[config.mk]
export PLATFORM = sky130hd
export DESIGN_NAME = irq_priority_and_pwm_event_select
export DESIGN_NICKNAME = d
export VERILOG_FILES = /design/src/hw/irq_prio_pkg.sv /design/src/hw/irq_priority_and_pwm_event_select.sv /design/src/hw/waveform_event_pick.sv
export VERILOG_INCLUDE_DIRS = /design/src /design/src/hw
export SDC_FILE = /design/constraint.sdc
export NUM_CORES = 1
export LEC_CHECK = 0
export ABC_CLOCK_PERIOD_IN_PS = 14300
export BUFFER_PORTS_ARGS = -buffer_cell sky130_fd_sc_hd__buf_2
export CORE_UTILIZATION = 50
export CTS_CLUSTER_SIZE = 10
export DETAILED_ROUTE_END_ITERATION = 8
export GPL_ROUTABILITY_DRIVEN = 1
export PLACE_DENSITY_LB_ADDON = 0.2
export SLEW_MARGIN = 15
export SYNTH_ARGS = -nofsm -noshare
export SYNTH_HDL_FRONTEND = slang
export SYNTH_SLANG_ARGS = --single-unit
[constraint.sdc]
create_clock -name pclk -period 14.3 [get_ports pclk]
set_clock_uncertainty 0.1 [all_clocks]
set_input_delay 1.43 -clock pclk [delete_from_list [all_inputs] [get_ports pclk]]
set_output_delay 1.43 -clock pclk [all_outputs]
set_load 0.02 [all_outputs]
[src/hw/irq_prio_consts.svh]
/*
 * Holds the address indices, field positions, reset values and widths of the interrupt
 * priority and waveform event selector.
 * Assumes inclusion by its bare name from the design files that need it.
 */
`ifndef IRQ_PRIO_CONSTS_SVH
`define IRQ_PRIO_CONSTS_SVH

// Register indices; the APB byte address is four times the index.
`define IDX_PRIO_HIGH 8'hb7
`define IDX_PRIO_LOW 8'hb8
`define IDX_PAGE 8'hc8
`define IDX_LOW_SET 8'hc9
`define IDX_LOW_CLR 8'hca
`define IDX_IRQ_STATUS 8'hcb
`define IDX_IRQ_MASK 8'hcc
`define IDX_GRANT 8'hcd

// Reset value of the three byte registers and the mask of implemented priority bits.
`define REG_RESET 8'h00
`define REG_IMPL_MASK 8'h7f

// Field positions inside the waveform interrupt control register.
`define WIRQ_TYPE_MSB 5
`define WIRQ_TYPE_LSB 4
`define WIRQ_SEL_MSB 2
`define WIRQ_SEL_LSB 0
`define WIRQ_IMPL_MASK 8'h37

// Page values for the shared index.
`define PAGE_PRIO 1'b0
`define PAGE_WAVE 1'b1

// Event status bits.
`define EVT_WAVE 0
`define EVT_PREEMPT 1
`define EVT_RESET 2'h0

// Source and channel counts.
`define NUM_SRC 7
`define NUM_CH 6
`define CH_LAST 3'h5
`define CH_DEFAULT 3'h0

`endif

[src/hw/irq_prio_pkg.sv]
/*
 * Holds the types shared by the interrupt priority block and its event picker.
 * Assumes nothing of its surroundings.
 */
package irq_prio_pkg;

    // Waveform interrupt event kinds.
    typedef enum logic [1:0]
    {
        EVT_FALL = 2'h0,
        EVT_RISE = 2'h1,
        EVT_CENTER = 2'h2,
        EVT_END = 2'h3
    } waveform_event_t;

    // APB answer state, one-hot.
    typedef enum logic [1:0]
    {
        BUS_IDLE = 2'h1,
        BUS_ANSWER = 2'h2
    } bus_state_t;

    // Combined priority level, 3 is highest.
    typedef logic [1:0] level_t;

    // Source number, 0 is external interrupt 0.
    typedef logic [2:0] src_id_t;

endpackage : irq_prio_pkg

[src/hw/irq_priority_and_pwm_event_select.sv]
/*
 * Holds the interrupt priority and waveform event selector: APB registers for the high
 * and low priority bits of seven sources, the paged waveform interrupt control, the
 * priority arbiter and a sticky event status with mask and one interrupt line.
 * Assumes an APB master on pclk, request inputs from the CPU interrupt sequencer that
 * are already pending and enabled, and waveform unit signals synchronous to pclk.
 */
// The implementer's own choice: register access over APB.
`timescale 1ns/1ps
`default_nettype none
`include "irq_prio_consts.svh"

// What this block does
// Read-write high priority bit per source
// Read-write low priority bit, same placement
// Level combines high and low bits
// Type 00 falling, 01 rising channel edge
// Type 10 centre, 11 end of period
// Software uses period types only center-aligned
// Channel pick 0..5, other codes channel 0
// Channel pick ignored for period types
// Shared index, page picks which register
// Reset clears all three registers
// Low priority register has bit set/clear
// Highest level presented first, higher preempts
// Bit 7 reads zero, ignores writes
module irq_priority_and_pwm_event_select
    import irq_prio_pkg::*;
(
    input wire logic pclk,
    input wire logic presetn,
    input wire logic ce,
    input wire logic psel,
    input wire logic penable,
    input wire logic pwrite,
    input wire logic [11:0] paddr,
    input wire logic [31:0] pwdata,
    input wire logic [3:0] pstrb,
    output logic [31:0] prdata,
    output logic pready,
    output logic pslverr,
    input wire logic [`NUM_SRC-1:0] src_request,
    input wire logic service_active,
    input wire logic [1:0] service_level,
    input wire logic [`NUM_CH-1:0] waveform_ch_out,
    input wire logic waveform_center_point,
    input wire logic waveform_end_point,
    output logic grant_valid,
    output logic [2:0] grant_id,
    output logic [1:0] grant_level,
    output logic preempt_req,
    output logic waveform_irq,
    output logic irq
);

    // High priority bits, one per source.
    logic [7:0] prio_high_select;
    // Low priority bits, one per source.
    logic [7:0] prio_low_select;
    // Waveform interrupt type and channel pick.
    logic [7:0] waveform_irq_select;
    // Page selecting which register answers at the shared index.
    logic page;
    // Sticky event status and its mask.
    logic [1:0] irq_status;
    logic [1:0] irq_mask;
    // Bus answer state.
    bus_state_t bus_state;
    // Register index decoded from the address.
    logic [7:0] idx;
    // Address lies in the map.
    logic hit;
    // Read value of the addressed register.
    logic [7:0] rd_value;
    // Write commits at this edge.
    logic wr_commit;
    // Field views of the waveform control.
    logic [1:0] waveform_event_type;
    logic [2:0] waveform_channel_pick;
    // Event pulse from the picker.
    logic event_pulse;
    // Arbiter results.
    logic [`NUM_SRC-1:0] level_of_hi;
    logic next_grant_valid;
    src_id_t next_grant_id;
    level_t next_grant_level;
    logic best_found;
    logic next_preempt;
    // Status after set and clear.
    logic [1:0] next_status;

    assign waveform_event_type = waveform_irq_select[`WIRQ_TYPE_MSB:`WIRQ_TYPE_LSB];
    assign waveform_channel_pick = waveform_irq_select[`WIRQ_SEL_MSB:`WIRQ_SEL_LSB];
    assign level_of_hi = prio_high_select[`NUM_SRC-1:0];
    assign idx = paddr[9:2];

    // Decode the address; paddr[1:0] is ignored, so any address inside the map hits, aligned or not.
    always_comb
    begin
        hit = 1'b0;
        rd_value = 8'h00;
        if (paddr[11:10] != 2'h0)
        begin
            hit = 1'b0;
        end
        else if (idx == `IDX_PRIO_HIGH && page == `PAGE_PRIO)
        begin
            hit = 1'b1;
            rd_value = prio_high_select;
        end
        else if (idx == `IDX_PRIO_HIGH)
        begin
            hit = 1'b1;
            rd_value = waveform_irq_select;
        end
        else if (idx == `IDX_PRIO_LOW || idx == `IDX_LOW_SET || idx == `IDX_LOW_CLR)
        begin
            hit = 1'b1;
            rd_value = prio_low_select;
        end
        else if (idx == `IDX_PAGE)
        begin
            hit = 1'b1;
            rd_value = {7'h00, page};
        end
        else if (idx == `IDX_IRQ_STATUS)
        begin
            hit = 1'b1;
            rd_value = {6'h00, irq_status};
        end
        else if (idx == `IDX_IRQ_MASK)
        begin
            hit = 1'b1;
            rd_value = {6'h00, irq_mask};
        end
        else if (idx == `IDX_GRANT)
        begin
            hit = 1'b1;
            rd_value = {2'h0, grant_level, grant_id, grant_valid};
        end
    end

    // A write takes effect only at the edge where the master sees pready.
    assign wr_commit = ce && psel && penable && pwrite && (bus_state == BUS_ANSWER)
                       && pstrb[0] && hit;

    // APB answer: one wait state, then pready with data and error in the same cycle.
    always_ff @(posedge pclk or negedge presetn)
    begin
        if (!presetn)
        begin
            bus_state <= BUS_IDLE;
            pready <= 1'b0;
            prdata <= 32'h0000_0000;
            pslverr <= 1'b0;
        end
        else if (ce)
        begin
            case (bus_state)
                BUS_IDLE:
                begin
                    // Answer in the cycle after the first access cycle.
                    if (psel && penable)
                    begin
                        bus_state <= BUS_ANSWER;
                        pready <= 1'b1;
                        prdata <= pwrite ? 32'h0000_0000 : {24'h00_0000, rd_value};
                        pslverr <= ~hit;
                    end
                end
                BUS_ANSWER:
                begin
                    // The transfer ends at this edge.
                    bus_state <= BUS_IDLE;
                    pready <= 1'b0;
                    prdata <= 32'h0000_0000;
                    pslverr <= 1'b0;
                end
                default:
                begin
                    bus_state <= BUS_IDLE;
                    pready <= 1'b0;
                end
            endcase
        end
    end

    // Page register steering the shared index.
    always_ff @(posedge pclk or negedge presetn)
    begin
        if (!presetn)
        begin
            page <= `PAGE_PRIO;
        end
        else if (wr_commit && idx == `IDX_PAGE)
        begin
            page <= pwdata[0];
        end
    end

    // High priority register on page 0 of the shared index.
    always_ff @(posedge pclk or negedge presetn)
    begin
        if (!presetn)
        begin
            prio_high_select <= `REG_RESET;
        end
        else if (wr_commit && idx == `IDX_PRIO_HIGH && page == `PAGE_PRIO)
        begin
            prio_high_select <= pwdata[7:0] & `REG_IMPL_MASK;
        end
    end

    // Waveform interrupt control on page 1 of the shared index.
    always_ff @(posedge pclk or negedge presetn)
    begin
        if (!presetn)
        begin
            waveform_irq_select <= `REG_RESET;
        end
        else if (wr_commit && idx == `IDX_PRIO_HIGH && page == `PAGE_WAVE)
        begin
            waveform_irq_select <= pwdata[7:0] & `WIRQ_IMPL_MASK;
        end
    end

    // Low priority register: whole byte, or set and clear of single bits.
    always_ff @(posedge pclk or negedge presetn)
    begin
        if (!presetn)
        begin
            prio_low_select <= `REG_RESET;
        end
        else if (wr_commit && idx == `IDX_PRIO_LOW)
        begin
            prio_low_select <= pwdata[7:0] & `REG_IMPL_MASK;
        end
        else if (wr_commit && idx == `IDX_LOW_SET)
        begin
            prio_low_select <= (prio_low_select | pwdata[7:0]) & `REG_IMPL_MASK;
        end
        else if (wr_commit && idx == `IDX_LOW_CLR)
        begin
            prio_low_select <= prio_low_select & ~pwdata[7:0];
        end
    end

    // Waveform event picker.
    waveform_event_pick u_pick
    (
        .pclk(pclk),
        .presetn(presetn),
        .ce(ce),
        .ch_out(waveform_ch_out),
        .center_point(waveform_center_point),
        .end_point(waveform_end_point),
        .event_type(waveform_event_type),
        .channel_pick(waveform_channel_pick),
        .event_pulse(event_pulse)
    );

    // Arbiter: highest combined level wins; ties go to the lowest source number.
    always_comb
    begin
        next_grant_id = 3'h0;
        next_grant_level = 2'h0;
        best_found = 1'b0;
        for (int i = `NUM_SRC - 1; i >= 0; i--)
        begin
            if (src_request[i] &&
                (!best_found || {level_of_hi[i], prio_low_select[i]} >= next_grant_level))
            begin
                best_found = 1'b1;
                next_grant_id = src_id_t'(i);
                next_grant_level = {level_of_hi[i], prio_low_select[i]};
            end
        end
        // While a service runs, only a strictly higher level is offered.
        next_grant_valid = best_found &&
                           (!service_active || next_grant_level > service_level);
        next_preempt = next_grant_valid && service_active;
    end

    // Register the arbiter outputs.
    always_ff @(posedge pclk or negedge presetn)
    begin
        if (!presetn)
        begin
            grant_valid <= 1'b0;
            grant_id <= 3'h0;
            grant_level <= 2'h0;
            preempt_req <= 1'b0;
        end
        else if (ce)
        begin
            grant_valid <= next_grant_valid;
            grant_id <= next_grant_id;
            grant_level <= next_grant_level;
            preempt_req <= next_preempt;
        end
    end

    // Waveform interrupt pulse towards the CPU.
    always_ff @(posedge pclk or negedge presetn)
    begin
        if (!presetn)
        begin
            waveform_irq <= 1'b0;
        end
        else if (ce)
        begin
            waveform_irq <= event_pulse;
        end
    end

    // Sticky status: a new event wins over a write-one clear in the same cycle.
    always_comb
    begin
        next_status = irq_status;
        if (wr_commit && idx == `IDX_IRQ_STATUS)
        begin
            next_status = irq_status & ~pwdata[1:0];
        end
        next_status[`EVT_WAVE] = next_status[`EVT_WAVE] | event_pulse;
        next_status[`EVT_PREEMPT] = next_status[`EVT_PREEMPT] | (next_preempt & ~preempt_req);
    end

    // Status register update.
    always_ff @(posedge pclk or negedge presetn)
    begin
        if (!presetn)
        begin
            irq_status <= `EVT_RESET;
        end
        else if (ce)
        begin
            irq_status <= next_status;
        end
    end

    // Mask register.
    always_ff @(posedge pclk or negedge presetn)
    begin
        if (!presetn)
        begin
            irq_mask <= `EVT_RESET;
        end
        else if (wr_commit && idx == `IDX_IRQ_MASK)
        begin
            irq_mask <= pwdata[1:0];
        end
    end

    // Interrupt line follows the masked status one cycle later.
    always_ff @(posedge pclk or negedge presetn)
    begin
        if (!presetn)
        begin
            irq <= 1'b0;
        end
        else if (ce)
        begin
            irq <= |(irq_status & irq_mask);
        end
    end

endmodule : irq_priority_and_pwm_event_select

`default_nettype wire

[src/hw/waveform_event_pick.sv]
/*
 * Holds the waveform interrupt event picker: edge detection on one chosen channel or
 * passing of the period centre or end pulse.
 * Assumes channel outputs and period pulses synchronous to pclk.
 */
`timescale 1ns/1ps
`default_nettype none
`include "irq_prio_consts.svh"

module waveform_event_pick
    import irq_prio_pkg::*;
(
    input wire logic pclk,
    input wire logic presetn,
    input wire logic ce,
    input wire logic [`NUM_CH-1:0] ch_out,
    input wire logic center_point,
    input wire logic end_point,
    input wire logic [1:0] event_type,
    input wire logic [2:0] channel_pick,
    output logic event_pulse
);

    // Last sampled level of every channel; kept for all so a new pick never fakes an edge.
    logic [`NUM_CH-1:0] prev_ch;
    // Chosen channel after mapping unused codes to channel 0.
    logic [2:0] chosen;
    // Current and previous level of the chosen channel.
    logic now_level;
    logic was_level;
    // Event seen in this cycle.
    logic next_event;

    // Map the pick code; codes above the last channel fall back to channel 0.
    always_comb
    begin
        if (channel_pick > `CH_LAST)
        begin
            chosen = `CH_DEFAULT;
        end
        else
        begin
            chosen = channel_pick;
        end
        now_level = ch_out[chosen];
        was_level = prev_ch[chosen];
    end

    // Select the event; the channel pick only matters for the edge kinds.
    always_comb
    begin
        case (waveform_event_t'(event_type))
            EVT_FALL: next_event = was_level & ~now_level;
            EVT_RISE: next_event = ~was_level & now_level;
            EVT_CENTER: next_event = center_point;
            EVT_END: next_event = end_point;
            default: next_event = 1'b0;
        endcase
    end

    // Remember channel levels.
    always_ff @(posedge pclk or negedge presetn)
    begin
        if (!presetn)
        begin
            prev_ch <= '0;
        end
        else if (ce)
        begin
            prev_ch <= ch_out;
        end
    end

    // Register the event pulse.
    always_ff @(posedge pclk or negedge presetn)
    begin
        if (!presetn)
        begin
            event_pulse <= 1'b0;
        end
        else if (ce)
        begin
            event_pulse <= next_event;
        end
    end

endmodule : waveform_event_pick

`default_nettype wire

==> impl_results.md, run 1 <==
* Worst Setup Path Type: input port to register
* Number of synthesized flops with an enable pin at 0
* TritonCTS clock tree: done
* Number of global-route vias before repair at 2619
* Reg2Reg Depth at 41
* Port Buffers at 61
* Endpoints failing setup at 0
* Final ANT Viol Nets at 0
* Main combinational cell family by area after synthesis: simple AND/OR/NAND/NOR gates
* Final-report hold violation count at 0
* Routability cong. at 0.885
* Cell with the most instances after synthesis: dfrtp_1
* Synth top area cells: dfrtp_1 37%, buf_4 5.2%, ha_1 5.1%, nand2_1 4.9%, mux2_2 4.6%
* Tcrit/Tclk final at 67.2%
* Critical Path AT at 9730 ps
* Clock Pin Slew Worst Setup and Hold Paths at 90 ps
* Synth Area in Compound Gates at 16.6%
* Drc violations at 0
* Setup_tns at 0 ps
* DR iter-0 viols at 192
* Sequential area share after synthesis at 37.8%
* Worst path depth at 42
* FP Rows at 29
* Hold path depth at 2
* Post-synthesis xor/xnor area fraction at 0%
* Worst path slowest cell: mux2i_1
* Ys Warns at 0
* Static Leak at 1.83 nW
* Max-Cap Viols at 0
* Via-per-instance ratio at 5.71
* Mux contribution to synthesized area at 12.5%
* Slew Limit Fails at 0
* Cell Area, Synth at 3450 um^2
* Average cell area after synthesis at 9.86 um^2
* Worst Path Buf+Inv at 2
* Synth cell types at 76
* Num CTS Buffers at 5
* Largest net degree at the start of global routing at 53
* CP Data Required Time at 14430 ps
* Top_reg_cell synth: dfrtp_1
* Core box area at 6490 um^2
* Maximum vdd drop at 0.0694 mV
* Clock period minus final worst setup slack at 9610 ps
* CTS resizes at 0
* Min Hold Slack at 381 ps
* Final Util at 58.7%
* Die area at 7240 um^2
* Htree depth at 2
* CTS Hold Buffers Added at 0
* Slew headroom at 55.5%
* Post-synthesis async set-or-reset flop share at 100%
* Total number of vias at 2792
* Achievable frequency at 0.104 GHz
* Most used cell, CP: ha_1
* Pwr/cell area at 80.4 nW/um^2
* Worst skew pair latency at 310 ps
* Starting Density at 53.1%
* CP endpoint kind: register
* Root Buffer: clkbuf_8
* Gr usage total at 22.1%
* Startpoint Class: input port
* RSZ-0062 raised after global routing: no
* Diodes inserted at 0
* Post-Synth Simple-Gate Area at 20.0%
* Commonest cells post-synth: 51 x dfrtp_1, 45 x nand2_1, 25 x nor2_1, 24 x buf_4, 15 x inv_1
* Highest cell delay on the worst timing path at 380 ps
* Synth Instances at 350
* Share of layout cells above drive strength 1 at 26.5%
* Die H at 85.1 um
* Slew @ Worst Pin at 668 ps
* DP HPWL at 5840 um
* Adder-cell area share of the yosys netlist at 5.08%
* Largest area contributor in the netlist: dfrtp_1
* Synth top area share at 37.0%
* Drt wl/cell at 15.5 um
* GR Overflow Total at 0
* Postcts setup bufs at 0
* DR pass1 iterations at 6
* IO Count at 115
* Global-route wire length before repair at 12600 um
* Routed wire length at 7560 um
* Clock sink count at 52
* Area grow syn2layout at 10.5%
* Register bit count reported by yosys at 52
* Fin nets at 497
* Hold WC Path Type: register to register
* Die Wd at 85.1 um
* Critical-path maximum fanout at 8
* Max clock buf depth at 2
* Crit path max-delay family: compound AO/OA/AOI/OAI gates
* Initial antenna violation count at 0
* Total power at 0.306 mW
* Outcome: finished clean
## cell families after synthesis
| group | after synthesis |
|---|---|
| multiplexers | 37 |
| buffers and inverters | 46 |
| AND/OR/NAND/NOR | 120 |
| AO/OA/AOI/OAI | 80 |
| flip-flops | 52 |
| adder cells (fa/ha/maj) | 14 |
| other | 1 |
## cells in the final DEF (no fill, tap or decap), types with 3 or more instances in the layout
cell type / count
nand3_1: 3
nor2b_1: 3
o21ai_0: 13
conb_1: 24
a21oi_1: 10
nand2_1: 45
nand2b_1: 7
mux2_1: 12
buf_2: 61
dfrtp_1: 51
and2_1: 3
clkbuf_8: 5
mux2i_1: 8
o21ai_1: 14
inv_1: 15
nor2_1: 25
a222oi_1: 4
mux2_2: 14
a21o_1: 3
ha_1: 14
a22o_1: 3
o21a_1: 3
## through the flow
step	area, um^2	cells	worst slack, ps
floorplan	3540	373	5420
global placement	3730	481	4530
detailed placement	3730	481	4400
CTS	3810	489	4700
global route	3810	489	3940
finish	3810	489	4690
## layer usage
layer | global-route usage, % | vias to the layer above | wire length (um)
li1 | - | 1347 | -
met1 | 30.6 | 1334 | 3570
met2 | 34.6 | 98 | 3460
met3 | 4.96 | 13 | 386
met4 | 7.09 | 0 | 141
met5 | 0 | - | 0
## worst paths after layout
path | from | end | slack [ps]
min in group asynchronous | presetn | prdata[2] | 1130
max reg2reg | register | irq_status[1] | 5540
max in group asynchronous | presetn | pslverr | 12510
min | prdata[1] | prdata[1] | 380
min reg2reg | prdata[1] | prdata[1] | 380
max | src_request[6] | irq_status[1] | 4690
## final cells by class
class	count	area, um^2
clock buffer	7	76.3
clock inverter	1	5.00
fill	603	2680
inverter	15	56.3
multi-input combinational	275	1960
sequential	52	1300
tap	77	96.3
timing repair buffer	62	313
## where the power goes
group | leakage (nW) | switching (mW) | internal [mW]
Sequential | 0.680 | 0.00598 | 0.154
Combinational | 1.11 | 0.0401 | 0.0251
Clock | 0.0422 | 0.0467 | 0.0345
Total | 1.83 | 0.0927 | 0.214
## worst register-to-register path, delay by kind of cell, from the launching register on
| family | cells | cell delay (ps) |
|---|---|---|
| AOI/OAI and AO/OA | 19 | 4060 |
| DFF | 1 | 410 |
| adders and majority gates | 7 | 1830 |
| muxes | 1 | 380 |
| buffers and inverters | 1 | 80 |
| and+or+nand+nor | 13 | 1810 |
Note: power is estimated with default switching activity, not from simulation.
==> inputs of run 2 (changes only) <==
--- a/config.mk
+++ b/config.mk
@@ -6,9 +6,9 @@
 export SDC_FILE = /design/constraint.sdc
 export NUM_CORES = 1
 export LEC_CHECK = 0
-export ABC_CLOCK_PERIOD_IN_PS = 14300
+export ABC_CLOCK_PERIOD_IN_PS = 8500
 export BUFFER_PORTS_ARGS = -buffer_cell sky130_fd_sc_hd__buf_2
-export CORE_UTILIZATION = 50
+export CORE_UTILIZATION = 46
 export CTS_CLUSTER_SIZE = 10
 export DETAILED_ROUTE_END_ITERATION = 8
 export GPL_ROUTABILITY_DRIVEN = 1
==> constraint.sdc (replaced) <==
create_clock -name pclk -period 8.5 [get_ports pclk]
set_clock_uncertainty 0.1 [all_clocks]
set_input_delay 0.85 -clock pclk [delete_from_list [all_inputs] [get_ports pclk]]
set_output_delay 0.85 -clock pclk [all_outputs]
set_load 0.02 [all_outputs]
==> run 2 against run 1 <==
Die area increased by 8.5%; combinational power increased by 100%; critical path type unchanged; setup slack got worse by 4300 ps; largest cell class unchanged; critical path depth unchanged; via count increased by 2.9%.
==> impl_results.md, run 2 (synthesized netlist as in run 1, its figures left out) <==
* Outcome: finished clean
* Via-per-instance ratio at 5.33
* Commonest cells after routing, fill and taps aside: 61 x buf_2, 51 x dfrtp_1, 44 x nand2_1, 28 x buf_4, 25 x nor2_1
* Highest cell delay on the worst timing path at 340 ps
* Worst path slowest cell: a211o_1
* Slew @ Worst Pin at 659 ps
* CP Data Required Time at 8630 ps
* Endpoints failing setup at 0
* TritonCTS clock tree: done
* FP Rows at 31
* Finished Layout Cells at 539
* Max-Cap Viols at 0
* Min Hold Slack at 375 ps
* Diodes inserted at 0
* DR iter-0 viols at 159
* Reg2Reg Depth at 41
* Die area at 7850 um^2
* Clock Pin Slew Worst Setup and Hold Paths at 80 ps
* Drt wl/cell at 14.8 um
* Most used cell, CP: ha_1
* Root Buffer: clkbuf_8
* DR pass1 iterations at 5
* Multi-input logic area at 2010 um^2
* Die Wd at 88.6 um
* CP endpoint kind: register
* GR Overflow Total at 0
* Largest net degree at the start of global routing at 53
* Num CTS Buffers at 5
* Worst skew pair latency at 300 ps
* Die H at 88.6 um
* DP HPWL at 6230 um
* Routed wire length at 8000 um
* Critical-path maximum fanout at 5
* Final ANT Viol Nets at 0
* Worst Setup Path Type: input port to register
* Min-delay src: preempt_req
* Port Buffers at 61
* Htree depth at 2
* Startpoint Class: input port
* Global-route wire length before repair at 12900 um
* Clock sink count at 52
* Clock period minus final worst setup slack at 8090 ps
* Final-report hold violation count at 0
* Total power at 0.544 mW
* Critical Path AT at 8220 ps
* Drc violations at 0
* Starting Density at 47.6%
* Area grow syn2layout at 19.1%
* Fin nets at 525
* R2R Setup Slk at 640 ps
* Pwr/cell area at 132 nW/um^2
* FF-to-FF End: irq_status[1]
* Reg area at 1300 um^2
* Core box area at 7250 um^2
* Static Leak at 1.98 nW
* Gr usage total at 21.8%
* Share of layout cells above drive strength 1 at 33.0%
* Hold path depth at 1
* Most common cell after layout, fill and taps aside: buf_2
* Total number of vias at 2872
* Hold endpoint: irq_status[1]
* Number of global-route vias before repair at 2641
* Filler cells at 672
* Routability cong. at 0.806
* IO Count at 115
* Achievable frequency at 0.124 GHz
* Max clock buf depth at 2
* Hold WC Path Type: register to register
* Tcrit/Tclk final at 95.2%
* DP Cell Count at 526
* Maximum vdd drop at 0.0740 mV
* Initial antenna violation count at 0
* Slew headroom at 55.9%
* Slew Limit Fails at 0
* Setup_tns at 0 ps
==> run 2: stage by stage <==
step | setup WS (ps) | area (um^2) | utilization (%)
2_1_floorplan | 198 | 3540 | -
3_3_place_gp | -6.06 | 3930 | 54.2
3_5_place_dp | -228 | 3930 | 54.2
4_1_cts | 59.7 | 4020 | 55.4
5_1_grt | -58.3 | 4110 | 56.7
6_report | 407 | 4110 | 56.7
==> run 2: routing by layer <==
| metal | global-route usage, % | vias up | wire (um) | part of all wire (%) |
|---|---|---|---|---|
| li1 | - | 1413 | - | - |
| met1 | 29.8 | 1377 | 3700 | 46 |
| met2 | 36.3 | 75 | 3880 | 48 |
| met3 | 3.54 | 7 | 339 | 4.2 |
| met4 | 5.28 | 0 | 78 | 0.98 |
| met5 | 0 | - | 0 | 0 |
==> run 2: worst max-delay path, delay by kind of cell <==
family / cells / cell delay, ps
buffers and inverters: 4 / 470
AO/OA/AOI/OAI: 16 / 2860
AND/OR/NAND/NOR: 14 / 1750
adder cells (fa/ha/maj): 7 / 1930
multiplexers: 1 / 320
==> run 2: where the power goes <==
group | switching (mW) | total [mW] | internal [mW]
sequential | 0.00992 | 0.269 | 0.259
clock | 0.0775 | 0.144 | 0.0666
combinational | 0.0727 | 0.131 | 0.0578
==> run 2: how the worst max path moves through the flow <==
stage	start	end	slack (ps)	cells past startpoint
3_5_place_dp	src_request[6]	irq_status[1]	-230	43
3_3_place_gp	src_request[6]	irq_status[1]	-6	42
5_1_grt	src_request[6]	irq_status[1]	-60	43
6_report	src_request[6]	irq_status[1]	410	42
2_1_floorplan	src_request[6]	irq_status[1]	200	42
4_1_cts	src_request[6]	irq_status[1]	60	43
==> run 2: final cells by class <==
| cell class | instances | share of cell area, % |
|---|---|---|
| Multi-Input combinational cell | 275 | 48.9 |
| Sequential cell | 52 | 31.7 |
| Inverter | 15 | 1.37 |
| Clock buffer | 8 | 2.19 |
| Tap cell | 99 | 3.01 |
| Timing Repair Buffer | 90 | 12.8 |
==> run 2: timing repair <==
action | CTS | global route
hold buffers | 0 | 0
resized for setup | 0 | 14
buffers inserted | 0 | 5
setup endpoints to repair | 0 | 3
==> inputs of run 3 (changes only) <==
--- a/config.mk
+++ b/config.mk
@@ -6,9 +6,10 @@
 export SDC_FILE = /design/constraint.sdc
 export NUM_CORES = 1
 export LEC_CHECK = 0
-export ABC_CLOCK_PERIOD_IN_PS = 8500
+export ABC_AREA = 0
+export ABC_CLOCK_PERIOD_IN_PS = 7750
 export BUFFER_PORTS_ARGS = -buffer_cell sky130_fd_sc_hd__buf_2
-export CORE_UTILIZATION = 46
+export CORE_UTILIZATION = 50
 export CTS_CLUSTER_SIZE = 10
 export DETAILED_ROUTE_END_ITERATION = 8
 export GPL_ROUTABILITY_DRIVEN = 1
==> constraint.sdc (replaced) <==
create_clock -name pclk -period 7.75 [get_ports pclk]
set_clock_uncertainty 0.1 [all_clocks]
set_input_delay 0.775 -clock pclk [delete_from_list [all_inputs] [get_ports pclk]]
set_output_delay 0.775 -clock pclk [all_outputs]
set_load 0.02 [all_outputs]
==> run 3 against run 2 <==
The flow now finishes with violations (setup timing); combinational power rose by 25%; utilization rose by 11 points; sequential power rose by 9.7%; flip-flop and latch count did not move; register-to-register slack got worse by 540 ps; largest power group unchanged; first-iteration DRC count rose by 38%; critical path type unchanged; die area fell by 7.8%; clock-buffer cell count fell by 2; wire length rose by 5.0%; final cell count fell by 1.9%.
==> impl_results.md, run 3 (synthesized netlist as in run 1, its figures left out) <==
* Slew @ Worst Pin at 654 ps
* Fin nets at 537
* Max clock buf depth at 2
* Reg2Reg Depth at 41
* Worst skew pair latency at 300 ps
* Worst Setup Path Type: input port to register
* Maximum vdd drop at 0.0939 mV
* Clock sink count at 52
* Root Buffer: clkbuf_8
* Max-Cap Viols at 0
* R2R Setup Slk at 100 ps
* Clock period minus final worst setup slack at 7780 ps
* Failing checks: setup timing
* Achievable frequency at 0.129 GHz
* Most common cell after layout, fill and taps aside: buf_2
* Startpoint Class: input port
* Worst path slowest cell: o32a_1
* Drt wl/cell at 15.9 um
* Routed wire length at 8400 um
* Global-route wire length before repair at 13600 um
* Gr usage total at 23.6%
* Via-per-instance ratio at 5.67
* Static Leak at 2.12 nW
* DP Cell Count at 509
* Highest cell delay on the worst timing path at 350 ps
* RSZ-0062 raised after global routing: yes
* Endpoints failing setup at 1
* DR pass1 iterations at 4
* Area grow syn2layout at 28.0%
* CP Data Required Time at 7890 ps
* Slew Limit Fails at 0
* Initial antenna violation count at 0
* Routability cong. at 0.814
* Pwr/cell area at 148 nW/um^2
* Critical Path AT at 7920 ps
* Die H at 85.1 um
* Num CTS Buffers at 5
* Diodes inserted at 0
* Hold endpoint: irq_status[1]
* Hold path depth at 1
* FP Rows at 29
* Filler cells at 519
* Largest net degree at the start of global routing at 53
* Hold WC Path Type: register to register
* Die area at 7240 um^2
* Min-delay src: preempt_req
* TritonCTS clock tree: done
* Slew headroom at 56.0%
* Finished Layout Cells at 529
* Post-route setup slack at -30.5 ps
* Min Hold Slack at 366 ps
* Number of global-route vias before repair at 2837
* Final ANT Viol Nets at 0
* DP HPWL at 6210 um
* Final-report hold violation count at 0
* Htree depth at 2
* Outcome: finished with violations
* DR iter-0 viols at 220
* Clock Pin Slew Worst Setup and Hold Paths at 100 ps
* Share of layout cells above drive strength 1 at 40.3%
* Port Buffers at 61
* Total number of vias at 2999
* Commonest cells after routing, fill and taps aside: 60 x buf_2, 51 x dfrtp_1, 40 x buf_4, 39 x nand2_1, 25 x nor2_1
* Die Wd at 85.1 um
* CP endpoint kind: register
* IO Count at 115
* GR Overflow Total at 0
* CTS Hold Buffers Added at 0
* FF-to-FF End: irq_status[1]
* Drc violations at 0
* Tcrit/Tclk final at 100%
* Critical-path maximum fanout at 5
* Starting Density at 53.1%
* Core box area at 6490 um^2
run 3: cell types whose count changed in the layout (fill, tap and decap cells not counted), moves of 2 or more:
cell and delta:
a21oi_1 -2, nand2b_1 -4, clkbuf_1 -2, nand2b_4 +4, and2_1 -2, a21oi_2 +2, and2_4 +2, buf_4 +12
ha_1 -5, nand2_2 +2, nand2_1 -5, nand2_4 +3, ha_4 +5
run 3: repair_timing:
item,in CTS,in global routing
setup buffers,8,4
setup endpoints to repair,3,3
gates resized for setup,13,14
pin swaps,24,21
run 3: area by class of cell:
class	instances	area [um^2]	area share [%]
Clock buffer	6	82.6	1.87
Clock inverter	2	38.8	0.878
Inverter	15	56.3	1.28
Multi-Input combinational cell	275	2220	50.2
Sequential cell	52	1300	29.5
Tap cell	77	96.3	2.18
Timing Repair Buffer	102	623	14.1
run 3: power by group:
part           leakage, nW  switching (mW)  internal [mW]
Combinational         1.38          0.0887         0.0748
Clock               0.0614          0.0915          0.106
Sequential           0.680          0.0104          0.284
Total                 2.12           0.191          0.465
run 3: per-stage QoR:
stage,power [mW],instance area (um^2),worst slack [ps],TNS (ps),utilization (%)
final,0.655,4420,-30.5,-30.5,68.0
after global routing,0.685,4420,-322,-866,68.0
after CTS,0.646,4300,-44.9,-55.2,66.2
after detailed placement,0.445,4040,-534,-1540,62.1
after global placement,0.441,4040,-356,-988,62.1
after floorplan,0.393,3630,-150,-381,-
run 3: worst max path at each step:
stage	start	endpoint	slack (ps)	cells after the start
4_1_cts	src_request[6]	irq_status[1]	-40	42
5_1_grt	src_request[6]	irq_status[1]	-320	42
2_1_floorplan	src_request[6]	irq_status[1]	-150	42
3_5_place_dp	src_request[6]	grant_valid	-530	42
3_3_place_gp	src_request[6]	grant_valid	-360	42
6_report	src_request[6]	irq_status[1]	-30	42
run 3: routing by layer:
metal / vias to the layer above / global-route usage, % / share of wire (%)
met2: 98 / 40.2 / 49
met4: 0 / 3.39 / 0.52
li1: 1433 / - / -
met5: - / 0 / 0
met1: 1460 / 32.6 / 46
met3: 8 / 3.50 / 4.4
run 3: worst max-delay path, delay by kind of cell:
| kind | cells | cell delay, ps |
|---|---|---|
| AO/OA/AOI/OAI | 16 | 2940 |
| adder cells (fa/ha/maj) | 7 | 1800 |
| buffers and inverters | 3 | 290 |
| multiplexers | 1 | 240 |
| AND/OR/NAND/NOR | 15 | 1880 |
